## config.mk

```make
export PLATFORM = sky130hd
export DESIGN_NAME = ext_diag
export DESIGN_NICKNAME = d
export VERILOG_FILES = /design/src/rtl/ext_diag_pkg.sv /design/src/rtl/ext_diag.sv /design/src/rtl/run_time_meter.sv
export VERILOG_INCLUDE_DIRS = /design/src /design/src/rtl
export SDC_FILE = /design/constraint.sdc
export NUM_CORES = 1
export LEC_CHECK = 0
export BUFFER_PORTS_ARGS = -buffer_cell sky130_fd_sc_hd__buf_2
export CORE_ASPECT_RATIO = 0.7
export CORE_UTILIZATION = 40
export CTS_CLUSTER_DIAMETER = 30
export DETAILED_ROUTE_END_ITERATION = 16
export PLACE_DENSITY_LB_ADDON = 0.15
export SLEW_MARGIN = 10
export SYNTH_ARGS = -nofsm -noshare
export SYNTH_HDL_FRONTEND = slang
export SYNTH_SLANG_ARGS = --single-unit
```

## constraint.sdc

```tcl
create_clock -name mclk_i -period 4.56 [get_ports mclk_i]
set_clock_uncertainty 0.15 [all_clocks]
set_input_delay 0.684 -clock mclk_i [delete_from_list [all_inputs] [get_ports mclk_i]]
set_output_delay 0.684 -clock mclk_i [all_outputs]
set_load 0.05 [all_outputs]
```

## src/rtl/ext_diag_consts.svh

```systemverilog
// Constants for the extended diagnosis report: byte indices, bits, defaults, timing
`ifndef EXT_DIAG_CONSTS_SVH
`define EXT_DIAG_CONSTS_SVH

// ----------------------------------------------------------------
// Report layout
// ----------------------------------------------------------------
`define DIAG_LAST_IDX      6'h39
`define DIAG_IMG_BYTES     58
`define STN1_IDX           6'h01
`define STN2_IDX           6'h02
`define LEN_IDX            6'h07
`define ALARM_IDX          6'h08
`define OPSTAT_IDX         6'h09
`define TYPE_IDX           6'h0A
`define STEP_IDX           6'h0B
`define TURN_IDX           6'h0F
`define XALARM_IDX         6'h11
`define ASUPP_IDX          6'h12
`define WARN_IDX           6'h14
`define WSUPP_IDX          6'h16
`define PROF_IDX           6'h18
`define FW_IDX             6'h1A
`define HOURS_IDX          6'h1C
`define OFFS_IDX           6'h20
`define MOFFS_IDX          6'h24
`define STEPS_TURN_IDX     6'h28
`define RANGE_IDX          6'h2C
`define SERIAL_IDX         6'h30

// ----------------------------------------------------------------
// Field bits and fixed values
// ----------------------------------------------------------------
`define STN1_EXT_DIAG_BIT  3
`define STN2_STAT_DIAG_BIT 1
`define STN2_SLAVE_BIT     2
`define ALARM_POS_BIT      0
`define ALARM_NUM          5
`define OPSTAT_DIR_BIT     0
`define OPSTAT_CLS2_BIT    1
`define OPSTAT_DIAG_BIT    2
`define OPSTAT_SCALE_BIT   3
`define OPSTAT_CFG_BIT     7
`define EXT_DIAG_LEN       8'h33
`define TURN_FIXED         16'h0001
`define XALARM_DEFAULT     8'h00
`define ALARM_SUPPORTED    16'h0001
`define WARN_DEFAULT       16'h0000
`define WARN_SUPP_DEFAULT  16'h0000
`define HOURS_UNSUPPORTED  32'h0FFFFFFF
`define SERIAL_FILL        8'h2A
`define SERIAL_BYTES       10

// ----------------------------------------------------------------
// Timing
// ----------------------------------------------------------------
`define CLK_HZ             50000000
`define HOUR_TICK_MIN      6
`define SEC_PER_MIN        60

`endif

```

## src/rtl/ext_diag_pkg.sv

```systemverilog
// Types shared by the extended diagnosis report logic
package ext_diag_pkg;
  typedef logic [7:0]  diag_byte_t;
  typedef logic [5:0]  diag_idx_t;
  typedef logic [31:0] diag_word_t;
  typedef logic [79:0] serial_t;
  typedef logic [4:0]  alarm_vec_t;
endpackage

```

## src/rtl/ext_diag.sv

```systemverilog
// Extended diagnosis report and fault handling of a linear absolute encoder
`timescale 1ns/1ps
`include "ext_diag_consts.svh"
module ext_diag #(
  parameter longint unsigned TICK_CYC  = 64'(`CLK_HZ) * `HOUR_TICK_MIN * `SEC_PER_MIN,
  // Identity values below are arbitrary
  parameter logic [15:0]     MAKER_ID  = 16'h5A3C,
  parameter logic [7:0]      TYPE_CODE = 8'h5C,
  parameter logic [15:0]     PROF_REV  = 16'h0A0B,
  parameter logic [15:0]     FW_REV    = 16'h0C0D
) (
  // Clock and reset
  input  wire logic                     mclk_i,
  input  wire logic                     nrst_i,
  // Fault sources
  input  wire logic                     magnet_lost_i,
  input  wire logic                     supply_fault_i,
  input  wire logic                     overcurrent_i,
  input  wire logic                     selftest_fail_i,
  input  wire logic                     memory_fault_i,
  // Configuration
  input  wire logic                     count_down_i,
  input  wire logic                     scaling_on_i,
  input  wire logic                     maker_cfg_i,
  input  wire logic                     hours_en_i,
  input  wire logic                     serial_ok_i,
  input  wire ext_diag_pkg::diag_word_t step_nm_i,
  input  wire ext_diag_pkg::diag_word_t meas_len_i,
  input  wire ext_diag_pkg::serial_t    serial_i,
  input  wire ext_diag_pkg::diag_byte_t master_addr_i,
  input  wire logic                     prm_done_i,
  // Preset
  input  wire logic                     preset_i,
  input  wire ext_diag_pkg::diag_word_t preset_val_i,
  input  wire ext_diag_pkg::diag_word_t maker_offs_i,
  // Position path
  input  wire ext_diag_pkg::diag_word_t pos_i,
  input  wire logic                     pos_valid_i,
  output      ext_diag_pkg::diag_word_t pos_o,
  output      logic                     pos_valid_o,
  // Diagnosis read port
  input  wire logic                     diag_rd_i,
  input  wire ext_diag_pkg::diag_idx_t  diag_idx_i,
  input  wire logic                     diag_done_i,
  output      ext_diag_pkg::diag_byte_t diag_rdata_o,
  output      logic                     ext_diag_o,
  output      logic                     stat_diag_o
);
  import ext_diag_pkg::*;

  // ----------------------------------------------------------------
  // State
  // ----------------------------------------------------------------
  alarm_vec_t alarm_q;
  alarm_vec_t alarm_d;
  logic       ext_pend_q;
  logic       ext_pend_d;
  logic       stat_q;
  logic       stat_d;
  diag_word_t hours_snap_q;
  diag_word_t hours_snap_d;
  diag_word_t offs_q;
  diag_word_t offs_d;
  diag_word_t moffs_q;
  diag_word_t moffs_d;
  diag_word_t pos_q;
  diag_word_t pos_d;
  logic       pos_valid_q;
  logic       pos_valid_d;
  diag_byte_t rdata_q;
  diag_byte_t rdata_d;

  wire diag_word_t hours_live_w;

  // ----------------------------------------------------------------
  // Operating time counter
  // ----------------------------------------------------------------
  run_time_meter #(
    .TICK_CYC (TICK_CYC)
  ) u_meter (
    .mclk_i  (mclk_i),
    .nrst_i  (nrst_i),
    .count_o (hours_live_w)
  );

  // ----------------------------------------------------------------
  // Fault tracking
  // ----------------------------------------------------------------
  wire alarm_vec_t alarm_in_w;
  wire logic       fault_w;
  wire logic       new_alarm_w;
  wire logic       report_evt_w;

  // Live fault inputs; none can be acknowledged by a bus command
  assign alarm_in_w   = {memory_fault_i, selftest_fail_i, overcurrent_i,
                         supply_fault_i, magnet_lost_i};
  assign alarm_d      = alarm_in_w;
  assign fault_w      = |alarm_in_w;
  assign new_alarm_w  = |(alarm_in_w & ~alarm_q);
  // Only parameterization or a new error raises a fresh report
  assign report_evt_w = prm_done_i | new_alarm_w;

  // Pending stays while a fault is present; a new event beats the ack
  assign ext_pend_d   = report_evt_w | fault_w |
                        (ext_pend_q & ~diag_done_i);
  assign stat_d       = fault_w;

  // ----------------------------------------------------------------
  // Snapshots
  // ----------------------------------------------------------------
  assign hours_snap_d = report_evt_w ? hours_live_w : hours_snap_q;
  assign offs_d       = preset_i ? preset_val_i - pos_i : offs_q;
  assign moffs_d      = preset_i ? maker_offs_i : moffs_q;

  // ----------------------------------------------------------------
  // Position gating
  // ----------------------------------------------------------------
  assign pos_valid_d  = pos_valid_i & ~fault_w & ~stat_q;
  assign pos_d        = pos_valid_d ? pos_i : pos_q;

  // ----------------------------------------------------------------
  // Report fields
  // ----------------------------------------------------------------
  wire diag_byte_t stn1_w;
  wire diag_byte_t stn2_w;
  wire diag_byte_t stn3_w;
  wire diag_byte_t alarm_byte_w;
  wire diag_byte_t opstat_w;
  wire diag_word_t hours_field_w;
  wire serial_t    serial_field_w;

  generate
    for (genvar i = 0; i < 8; i++) begin : g_stn
      if (i == `STN1_EXT_DIAG_BIT) begin : g_ext
        assign stn1_w[i] = ext_pend_q;
      end else begin : g_zero
        assign stn1_w[i] = 1'b0;
      end
      if (i == `STN2_STAT_DIAG_BIT) begin : g_stat
        assign stn2_w[i] = stat_q;
      end else if (i == `STN2_SLAVE_BIT) begin : g_slv
        assign stn2_w[i] = 1'b1;
      end else begin : g_zero2
        assign stn2_w[i] = 1'b0;
      end
    end
  endgenerate
  assign stn3_w = 8'h00;

  // Unused alarm bits read zero
  assign alarm_byte_w = {{(8 - `ALARM_NUM){1'b0}}, alarm_q};

  generate
    for (genvar b = 0; b < 8; b++) begin : g_op
      if (b == `OPSTAT_DIR_BIT) begin : g_dir
        assign opstat_w[b] = count_down_i;
      end else if (b == `OPSTAT_CLS2_BIT) begin : g_cls
        assign opstat_w[b] = 1'b1;
      end else if (b == `OPSTAT_DIAG_BIT) begin : g_dg
        assign opstat_w[b] = 1'b1;
      end else if (b == `OPSTAT_SCALE_BIT) begin : g_sc
        assign opstat_w[b] = scaling_on_i;
      end else if (b == `OPSTAT_CFG_BIT) begin : g_cfg
        assign opstat_w[b] = maker_cfg_i;
      end else begin : g_unused
        assign opstat_w[b] = 1'b0;
      end
    end
  endgenerate

  assign hours_field_w  = hours_en_i ? hours_snap_q
                                     : `HOURS_UNSUPPORTED;
  assign serial_field_w = serial_ok_i ? serial_i
                                      : {`SERIAL_BYTES{`SERIAL_FILL}};

  // ----------------------------------------------------------------
  // Register view
  // ----------------------------------------------------------------
  // One named word per report register
  wire diag_byte_t  alarm_flags_w;
  wire diag_byte_t  operating_state_flags_w;
  wire diag_byte_t  device_type_code_w;
  wire diag_word_t  step_size_nm_w;
  wire logic [15:0] turn_count_fixed_w;
  wire diag_byte_t  extra_alarm_flags_w;
  wire logic [15:0] alarm_support_mask_w;
  wire logic [15:0] warning_flags_w;
  wire logic [15:0] warning_support_mask_w;
  wire logic [15:0] profile_revision_w;
  wire logic [15:0] firmware_revision_w;
  wire diag_word_t  run_time_counter_w;
  wire diag_word_t  preset_offset_w;
  wire diag_word_t  maker_preset_offset_w;
  wire diag_word_t  steps_per_turn_w;
  wire diag_word_t  measuring_range_steps_w;
  wire serial_t     unit_serial_w;

  // Live fields and device type code
  assign alarm_flags_w           = alarm_byte_w;
  assign operating_state_flags_w = opstat_w;
  assign device_type_code_w      = TYPE_CODE;
  assign step_size_nm_w          = step_nm_i;

  // Fixed, reserved and default fields
  assign turn_count_fixed_w      = `TURN_FIXED;
  assign extra_alarm_flags_w     = `XALARM_DEFAULT;
  assign alarm_support_mask_w    = `ALARM_SUPPORTED;
  assign warning_flags_w         = `WARN_DEFAULT;
  assign warning_support_mask_w  = `WARN_SUPP_DEFAULT;
  assign profile_revision_w      = PROF_REV;
  assign firmware_revision_w     = FW_REV;

  // Snapshots, configured length and serial number
  assign run_time_counter_w      = hours_field_w;
  assign preset_offset_w         = offs_q;
  assign maker_preset_offset_w   = moffs_q;
  assign steps_per_turn_w        = meas_len_i;
  assign measuring_range_steps_w = meas_len_i;
  assign unit_serial_w           = serial_field_w;

  // ----------------------------------------------------------------
  // Report image, byte 0 first, multi-byte fields high byte first
  // ----------------------------------------------------------------
  wire logic [8*`DIAG_IMG_BYTES-1:0] img_w;

  assign img_w = {
    8'h00,                 // byte 0 unused
    stn1_w,                // byte 1
    stn2_w,                // byte 2
    stn3_w,                // byte 3
    master_addr_i,         // byte 4
    MAKER_ID,              // bytes 5-6
    `EXT_DIAG_LEN,         // byte 7
    alarm_flags_w,           // byte 8
    operating_state_flags_w, // byte 9
    device_type_code_w,      // byte 10
    step_size_nm_w,          // bytes 11-14
    turn_count_fixed_w,      // bytes 15-16
    extra_alarm_flags_w,     // byte 17
    alarm_support_mask_w,    // bytes 18-19
    warning_flags_w,         // bytes 20-21
    warning_support_mask_w,  // bytes 22-23
    profile_revision_w,      // bytes 24-25
    firmware_revision_w,     // bytes 26-27
    run_time_counter_w,      // bytes 28-31
    preset_offset_w,         // bytes 32-35
    maker_preset_offset_w,   // bytes 36-39
    steps_per_turn_w,        // bytes 40-43
    measuring_range_steps_w, // bytes 44-47
    unit_serial_w            // bytes 48-57
  };

  // ----------------------------------------------------------------
  // Read decode
  // ----------------------------------------------------------------
  wire logic       idx_ok_w;
  wire logic [5:0] idx_rev_w;
  wire diag_byte_t sel_w;

  assign idx_ok_w  = (diag_idx_i <= `DIAG_LAST_IDX);
  // Image holds byte 0 in its top bits
  assign idx_rev_w = `DIAG_LAST_IDX - diag_idx_i;
  // Beyond the report everything reads zero
  assign sel_w     = idx_ok_w ? img_w[{idx_rev_w, 3'b000} +: 8] : 8'h00;
  assign rdata_d   = diag_rd_i ? sel_w : rdata_q;

  // ----------------------------------------------------------------
  // Registers
  // ----------------------------------------------------------------
  always_ff @(posedge mclk_i) begin
    if (!nrst_i) begin
      alarm_q      <= 5'h00;
      ext_pend_q   <= 1'b0;
      stat_q       <= 1'b0;
      hours_snap_q <= 32'h0;
    end else begin
      alarm_q      <= alarm_d;
      ext_pend_q   <= ext_pend_d;
      stat_q       <= stat_d;
      hours_snap_q <= hours_snap_d;
    end
  end

  always_ff @(posedge mclk_i) begin
    if (!nrst_i) begin
      offs_q  <= 32'h0;
      moffs_q <= 32'h0;
    end else begin
      offs_q  <= offs_d;
      moffs_q <= moffs_d;
    end
  end

  always_ff @(posedge mclk_i) begin
    if (!nrst_i) begin
      pos_q       <= 32'h0;
      pos_valid_q <= 1'b0;
      rdata_q     <= 8'h00;
    end else begin
      pos_q       <= pos_d;
      pos_valid_q <= pos_valid_d;
      rdata_q     <= rdata_d;
    end
  end

  // ----------------------------------------------------------------
  // Outputs
  // ----------------------------------------------------------------
  assign pos_o        = pos_q;
  assign pos_valid_o  = pos_valid_q;
  assign diag_rdata_o = rdata_q;
  assign ext_diag_o   = ext_pend_q;
  assign stat_diag_o  = stat_q;
endmodule

```

## src/rtl/run_time_meter.sv

```systemverilog
// Operating time counter in tenths of an hour
`timescale 1ns/1ps
`include "ext_diag_consts.svh"
module run_time_meter #(
  parameter longint unsigned TICK_CYC = 64'(`CLK_HZ) * `HOUR_TICK_MIN * `SEC_PER_MIN
) (
  // Clock and reset
  input  wire logic                    mclk_i,
  input  wire logic                    nrst_i,
  // Count
  output      ext_diag_pkg::diag_word_t count_o
);
  import ext_diag_pkg::*;

  logic [34:0] pre_q;
  logic [34:0] pre_d;
  diag_word_t  cnt_q;
  diag_word_t  cnt_d;
  wire         tick_w;

  // ----------------------------------------------------------------
  // One count per elapsed tick period
  // ----------------------------------------------------------------
  assign tick_w  = (pre_q == 35'(TICK_CYC - 64'd1));
  assign pre_d   = tick_w ? 35'h0 : pre_q + 35'h1;
  assign cnt_d   = tick_w ? cnt_q + 32'h1 : cnt_q;
  assign count_o = cnt_q;

  always_ff @(posedge mclk_i) begin
    if (!nrst_i) begin
      pre_q <= 35'h0;
      cnt_q <= 32'h0;
    end else begin
      pre_q <= pre_d;
      cnt_q <= cnt_d;
    end
  end
endmodule

```

Word level (Yosys, flattened, before mapping)
Cells that the tools add are included.

word-level totals
  flip-flop bits (word level) = 211
  output and inout port bits = 43
  logic and storage cells = 36

cells by class
  add/sub/neg operators = 4
  magnitude comparators = 1
  eq/ne operators = 1
  shift-type cells = 1
  mux-type cells = 3
  bitwise gates (word level) = 12
  reductions and logical operators = 3

operators by type and width
  operator                                                         count
  464-bit by 10-bit variable part select with 8-bit output         1
  80-bit 2-to-1 mux                                                1
  35-bit by 1-bit adder with 35-bit output, second input constant  1
  35-bit equality test, second input constant                      1
  32-bit by 1-bit adder with 32-bit output, second input constant  1
  32-bit 2-to-1 mux                                                1
  32-bit subtractor                                                1
  5-bit OR reduction                                               2
  8-bit 2-to-1 mux                                                 1
  6-bit less-or-equal comparator, second input constant            1
  6-bit subtractor, first input constant                           1
  5-bit AND                                                        1
  5-bit inverter                                                   1
  1-bit inverter                                                   4
  1-bit AND                                                        3
  1-bit OR                                                         3
  2-bit OR reduction                                               1

Logic depth before layout (Yosys ltp)
Gate-level depths: netlist of run 1.

  depth after elaboration = 6
  depth in mapped cells = 14
  depth with buffers taken out = 11

By module
From an unflattened synthesis of run 1, not the netlist that was laid out.

unflattened totals
  cell total of the unflattened synthesis = 1568
  area, all modules = 13207.7 µm²

modules (own cells, without submodules)
  module          times used  cells each  area an instance (µm²)  sequential area each (µm²)
  ext_diag        1           1184        9967.1                  2882.8
  run_time_meter  1           384         3240.6                  1341.3

Worst setup path after synthesis of run 1
No wires, ideal clock.

  path type = input to register
  from = input diag_idx_i[1]
  to = register rdata_q[5] (netlist: diag_rdata_o[5])
  library setup time = 128 ps
  data arrival time = 3360 ps
  required time = 4282 ps
  slack = 922 ps
  stages = 13
  buffers on the path = 6
  path through = clkbuf_1 clkbuf_1 inv_2 clkbuf_1 ha_1 clkbuf_1 clkbuf_1 clkbuf_1 o22ai_1 o22ai_1 a311oi_1 a221oi_1 nor2_1

on the way
  word-level cells in the longest chain between the ends = 3
  elaborated cells on any way between the ends = 4
  those cells by class = add/sub: 1; order compare: 1; shift: 1; mux: 1

RTL lines
  what                                                      line             text
  start, declared                                           ext_diag.sv:43   input wire ext_diag_pkg::diag_idx_t diag_idx_i,
  6-bit subtractor (no source line)                         n/a
  464-bit by 10-bit variable part select with 8-bit output  ext_diag.sv:264  assign sel_w = idx_ok_w ? img_w[{idx_rev_w, 3'b000} +: 8] : 8'h00;
  8-bit 2-to-1 mux (*)                                      ext_diag.sv:264
  end signal, assigned                                      ext_diag.sv:302  rdata_q <= rdata_d;
  end, declared                                             ext_diag.sv:70   diag_byte_t rdata_q;

Mark *: on every way between the ends. The rest lies on a longest branch, timed or not.
A chain may end at the register's enable or synchronous reset.

Worst setup path after layout of run 1
  from = input preset_val_i[0]
  to = register offs_q[30]

on the way
  word-level cells in the longest chain between the ends = 1

RTL lines
  what                  line             text
  start, declared       ext_diag.sv:34   input wire ext_diag_pkg::diag_word_t preset_val_i,
  32-bit subtractor     ext_diag.sv:112  assign offs_d = preset_i ? preset_val_i - pos_i : offs_q;
  end signal, assigned  ext_diag.sv:289  offs_q <= offs_d;
  end, declared         ext_diag.sv:62   diag_word_t offs_q;

No other way between the ends.

==> metrics.txt, run 1 <==
vias per cell=5.37; crit-path cells=buf_2 -> inv_1 -> ha_1 -> fa_1 -> nor2b_1 -> o31a_1 -> o41ai_1 -> o311ai_0 -> nand4_1 -> o31ai_1 -> a311o_1 -> o211ai_1; Nets=2,078; clock-pin slew on the worst setup and hold paths=0.05 ns; flops & latches, synth=211; status=complete, no violations; Final Util=0.517; hold depth=2; Die Width=211 µm; core area=30,100 µm²; Slew Viols, Final=0; post-synth net total=1,798; Post-synth EDFFs=0; largest net degree at the start of global routing=84; Fin Setup TNS=0 ns; maximum level of the CTS H-tree=2; drt wl/cell=18.5 µm; Layout area overhead=26.6%; startpoint types=input pin; initial antenna violation count=3; largest area contributor in the netlist=dfxtp_1; gp weighted congestion=0.910; final worst slack=1.27 ns; syn_area_per_cell=8.24 µm²; # IOs=314; Starting DRT DRC Count=830; slowest stage delay, CP=0.55 ns; std cell rows=53; DIE HEIGHT=149 µm; share of flip-flops with an asynchronous set or reset=0; endpoint type of the worst setup path=register; top cells by area, synth=dfxtp_1 (34%), mux2i_1 (8.8%), nor2_1 (6.0%); Fin. Hold Viols=0; Lkg Pwr=6.87 nW; Synth cell types=75; max-cap viol count=0; slowest CP cell=o311ai_0; port bufs=313; DRC=0; fin crit share=0.722; layout cell share with drive strength beyond 1=0.257; postcts setup bufs=0; CTS tree=done; Relative slew margins=0.252; Worst-Skew Late Latency=0.52 ns; Hold WC Path Type=input pin to register; Max VDD drop=234 µV; yosys warns=0; Fin Hold WS=0.240 ns; Final ANT Viol Nets=0; Critical Path RT=4.79 ns; CTS hold repair buffers=0; achievable clock frequency=304 MHz; CP Class=input pin to register; Commonest cells post-synth=dfxtp_1 (211), nor2_1 (195), nand2_1 (157); pre-CTS setup slack=0.754 ns; setup violators final=0; fin crit period=3.29 ns; Synth Cell Area=12,300 µm²; Sink Count=211; die area=31,400 µm²; transition time of the tightest slew-check pin=1.12 ns; dpl hpwl=30.6 mm; Initial Util=0.408; clk buf depth=3; Initial DRT Pass Iterations=6; post-CTS sizing=0; Syn Inst Count=1,491; CP arrival=3.53 ns; GRT Total Usage=0.256; crit path max fanout=4; pwr/cell area=378 nW/µm²; RSZ-0062 raised after global routing=false; Remaining Overflow, GRT=0; post-synthesis sequential area ratio=0.344; first-pass GRT wire length=62.6 mm; Synth top area share=0.344; ys flop type=dfxtp_1; CTS root buf=clkbuf_16; Total Wirelength=40.9 mm; path depth of the worst reg2reg path=6; vias in the first global route=11,200; count leader, synth=dfxtp_1; detailed-route via count=11,900; Num CTS Buffers=39
-- per-stage QoR --
step | power, W | cell area (µm²) | instances
finish | 0.00589 | 15600 | 2214
global route | 0.00613 | 15600 | 2212
CTS | 0.00594 | 15600 | 2211
detailed placement | 0.00291 | 14200 | 2142
global placement | 0.00290 | 14200 | 2142
floorplan | 0.00256 | 12300 | 1491
-- cells in the final DEF (no fill, tap or decap), drive strengths merged, types with 6 or more instances in the layout --
| master | Yosys | final |
|---|---|---|
| a21oi | 108 | 108 |
| bufinv | 0 | 6 |
| o211ai | 10 | 10 |
| a211oi | 15 | 15 |
| mux2i | 108 | 108 |
| clkbuf | 73 | 45 |
| nand4 | 21 | 21 |
| nand2b | 8 | 8 |
| nor2b | 13 | 13 |
| inv | 64 | 70 |
| mux2 | 20 | 20 |
| a22oi | 6 | 6 |
| and3 | 15 | 15 |
| xor2 | 36 | 36 |
| nand2 | 157 | 157 |
| o21bai | 6 | 6 |
| a31oi | 11 | 11 |
| and2 | 17 | 17 |
| ha | 35 | 35 |
| mux4 | 24 | 24 |
| dfxtp | 211 | 211 |
| buf | 21 | 333 |
| nand3 | 48 | 48 |
| or3 | 18 | 18 |
| o21a | 11 | 11 |
| xnor2 | 38 | 38 |
| o21ai | 64 | 64 |
| clkinv | 1 | 8 |
| o22ai | 18 | 18 |
| nor2 | 195 | 195 |
| nor4 | 7 | 7 |
| a221oi | 7 | 7 |
| nor3 | 18 | 18 |
| a21o | 12 | 12 |
-- routing by layer --
metal | global-route usage | share of wire | vias up
li1 | - | - | 5872
met1 | 0.358 | 0.48 | 5518
met2 | 0.389 | 0.42 | 422
met3 | 0.0560 | 0.077 | 68
met4 | 0.0815 | 0.027 | 0
met5 | 0 | 0 | -
-- path summary, 6_finish.rpt --
path,startpoint,to,slack (ns)
min reg2reg,pos_o[7],pos_o[7],0.30
min,magnet_lost_i,alarm_q[0],0.24
max,preset_val_i[0],offs_q[30],1.27
max reg2reg,u_meter.pre_q[0],u_meter.pre_q[32],1.44
-- registers in the layout, indices dropped and copies added (netlist names) --
name / flops
u_meter.pre_q: 35
hours_snap_q: 32
maker_preset_offset_w: 32
offs_q: 32
pos_o: 32
u_meter.count_o: 32
diag_rdata_o: 8
alarm_q: 5
ext_diag_o: 1
pos_valid_o: 1
stat_diag_o: 1
-- critical path: cells and delay by family --
kind | cells | cell delay (ns)
and+or+nand+nor | 2 | 0.45
AOI/OAI and AO/OA | 6 | 1.66
adders and majority gates | 2 | 0.60
buffers and inverters | 2 | 0.12
-- report_power, final --
| group | internal, W | switching, W |
|---|---|---|
| clock network | 0.00199 | 0.00101 |
| logic | 0.000390 | 0.000544 |
| registers | 0.00191 | 0.0000406 |
-- cells by family (layout without fill, tap and decap cells) --
| group | Yosys count | after routing | synth area share |
|---|---|---|---|
| DFF | 211 | 211 | 0.344 |
| muxes | 152 | 152 | 0.150 |
| adders and majority gates | 36 | 36 | 0.0373 |
| xor gates and xnor gates | 74 | 74 | 0.0527 |
| buffers and inverters | 159 | 467 | 0.0501 |
| and+or+nand+nor | 535 | 535 | 0.198 |
| other | 0 | 3 | 0 |
| AOI/OAI and AO/OA | 324 | 324 | 0.167 |
-- final cells by class --
class,count,area [µm²]
Antenna cell,3,7.51
Clock buffer,45,1050
Clock inverter,24,313
Fill cell,2937,14500
Inverter,65,246
Multi-Input combinational cell,1121,7470
Sequential cell,211,4220
Tap cell,412,515
Timing Repair Buffer,333,1730
(Power assumes the default switching activity.)
==> run 2, diff against run 1 <==
clock period = 2.9 ns   (was 4.56 ns; I/O delays follow)
==> metrics.txt, run 2 (synthesized netlist as in run 1, its figures left out) <==
setup violators final=0 (unchanged); fin crit period=2.77 ns; crit-path cells=ha_1 -> nand3_1 -> or3b_1 -> or4_4 -> or2_2 -> nor2_1 -> nand2_1 -> xnor2_1 -> and2_1; achievable clock frequency=361 MHz; Max VDD drop=406 µV (+73%); CP arrival=3.04 ns (-0.49 ns); gp weighted congestion=0.901 (-0.98%); Sink Count=211 (unchanged); Remaining Overflow, GRT=0 (unchanged); detailed-route via count=12,400 (+4.2%); Fin Hold WS=0.0113 ns (-0.229 ns); Hold WC Path Type=input pin to register; Internal Power=0.00743 W (+73%); Relative slew margins=0.511 (+0.259); Clock power frac=0.529 (+0.019); pre-CTS setup slack=-0.392 ns (-1.15 ns); dpl hpwl=31.5 mm (+2.8%); die area=31,400 µm² (unchanged); initial antenna violation count=0 (-3); first-pass GRT wire length=64.8 mm (+3.5%); crit path max fanout=7 (+3); Final Util=0.566 (+0.0494); final worst slack=0.132 ns (-1.14 ns); Layout area overhead=38.7%; Fin. Hold Viols=0 (unchanged); layout cell share with drive strength beyond 1=0.295 (+0.0379); commonest non-fill, non-tap cell in the layout=buf_2; Final ANT Viol Nets=0 (unchanged); CP bufs+invs=0 (-2); Seq pwr share=0.304 (-0.027); DRC=0 (unchanged); CP Class=register to register; Die Width=211 µm (unchanged); transition time of the tightest slew-check pin=0.733 ns (-0.386 ns); clock-pin slew on the worst setup and hold paths=0.05 ns (about the same); Reg with most FFs=u_meter.pre_q; Slew Viols, Final=0 (unchanged); slowest CP cell=or4_4; # IOs=314 (unchanged); Initial DRT Pass Iterations=5 (-1); GRT Total Usage=0.260 (+0.00455); maximum level of the CTS H-tree=2 (unchanged); Nets=2,215 (+6.6%); Comb pwr share=0.167 (+0.008); pwr/cell area=591 nW/µm² (+56%); Pwr Total=0.0101 W (+71%); DIE HEIGHT=149 µm (unchanged); slowest stage delay, CP=0.53 ns (-0.02 ns); fin crit share=0.954; Num CTS Buffers=45 (+15%); Critical Path RT=3.17 ns (-1.62 ns); delay-heaviest family, CP=simple AND/OR/NAND/NOR gates; postcts setup bufs=0 (unchanged); switching fraction of total power=0.263 (-0.00791); ant diodes=0 (-3); port bufs=313 (unchanged); most frequent cells in the layout=buf_2 (311), dfxtp_1 (211), nor2_1 (194); Starting DRT DRC Count=800 (-3.6%); endpoint type of the worst setup path=register; Lkg Pwr=7.67 nW (+12%); max-cap viol count=0 (unchanged); Sw Pwr=0.00265 W (+66%); Initial Util=0.408 (unchanged); drt wl/cell=17.5 µm (-5.4%); max reg flops=35 (unchanged); CTS tree=done; status=complete, no violations; std cell rows=53 (unchanged); vias per cell=5.25 (-2.1%); Worst-Skew Late Latency=0.54 ns (+0.02 ns); CTS root buf=clkbuf_16; core area=30,100 µm² (unchanged); vias in the first global route=12,000 (+6.5%); Total Wirelength=41.2 mm (+0.64%); clk buf depth=3 (unchanged); largest net degree at the start of global routing=51 (-39%); startpoint types=register
-- run 2: changes by cell type in the layout (fill, tap and decap cells not counted), sizes merged --
cell         previous run  this run
inv                    70        71
diode                   3         0
clkinvlp                5         4
dlygate4sd3             0        39
buf                   333       425
clkbuf                 45        59
-- run 2: layout make-up --
| type | count | area, µm² |
|---|---|---|
| Clock inverter | 24 | 309 |
| Inverter | 65 | 246 |
| Tap cell | 412 | 515 |
| Clock buffer | 59 | 1280 |
| Timing Repair Buffer | 464 | 2930 |
| Sequential cell | 211 | 4220 |
| Multi-Input combinational cell | 1121 | 7540 |
| Fill cell | 2871 | 13100 |
-- run 2: per-stage QoR --
stage	cell area, µm²	instances	setup TNS, ns
after floorplan	12300	1491	-0.0106
after global placement	15000	2234	-1.59
after detailed placement	15000	2234	-2.11
after CTS	17000	2356	0
after global routing	17000	2356	-0.0180
final	17000	2356	0
-- run 2: repair_timing --
item,4_1_cts,5_1_grt
resized for setup,0,12
hold endpoints to repair,39,0
setup endpoints to repair,0,19
hold buffers,39,0
-- run 2: worst paths after layout --
check	slack, ns	startpoint	cells after the start	to
worst max-delay path	0.13	u_meter.pre_q[0]	9	u_meter.count_o[13]
worst min-delay path	0.01	maker_offs_i[16]	3	maker_preset_offset_w[16]
worst max register to register	0.13	u_meter.pre_q[0]	9	u_meter.count_o[13]
worst min register to register	0.30	pos_o[1]	2	pos_o[1]
-- run 2: metal layers --
metal / GRT usage / routed length [µm] / vias to the layer above / part of all wire
met1: 0.370 / 20100 / 5726 / 0.49
met2: 0.396 / 17300 / 434 / 0.42
met5: 0 / 0 / - / 0
li1: - / - / 6137 / -
met3: 0.0469 / 2570 / 78 / 0.063
met4: 0.0862 / 1170 / 0 / 0.028
-- run 2: tightest hold or removal path, stage by stage --
cell,delay (ns)
buf_2,0.08
mux2i_1,0.06
nor2_1,0.08
-- run 2: power groups by stage --
stage	sequential, W	clock, W	combinational (W)
after floorplan	0.00314	0	0.000889
after global placement	0.00311	0	0.00161
after detailed placement	0.00312	0	0.00162
after CTS	0.00306	0.00542	0.00167
after global routing	0.00307	0.00558	0.00184
final	0.00306	0.00533	0.00169
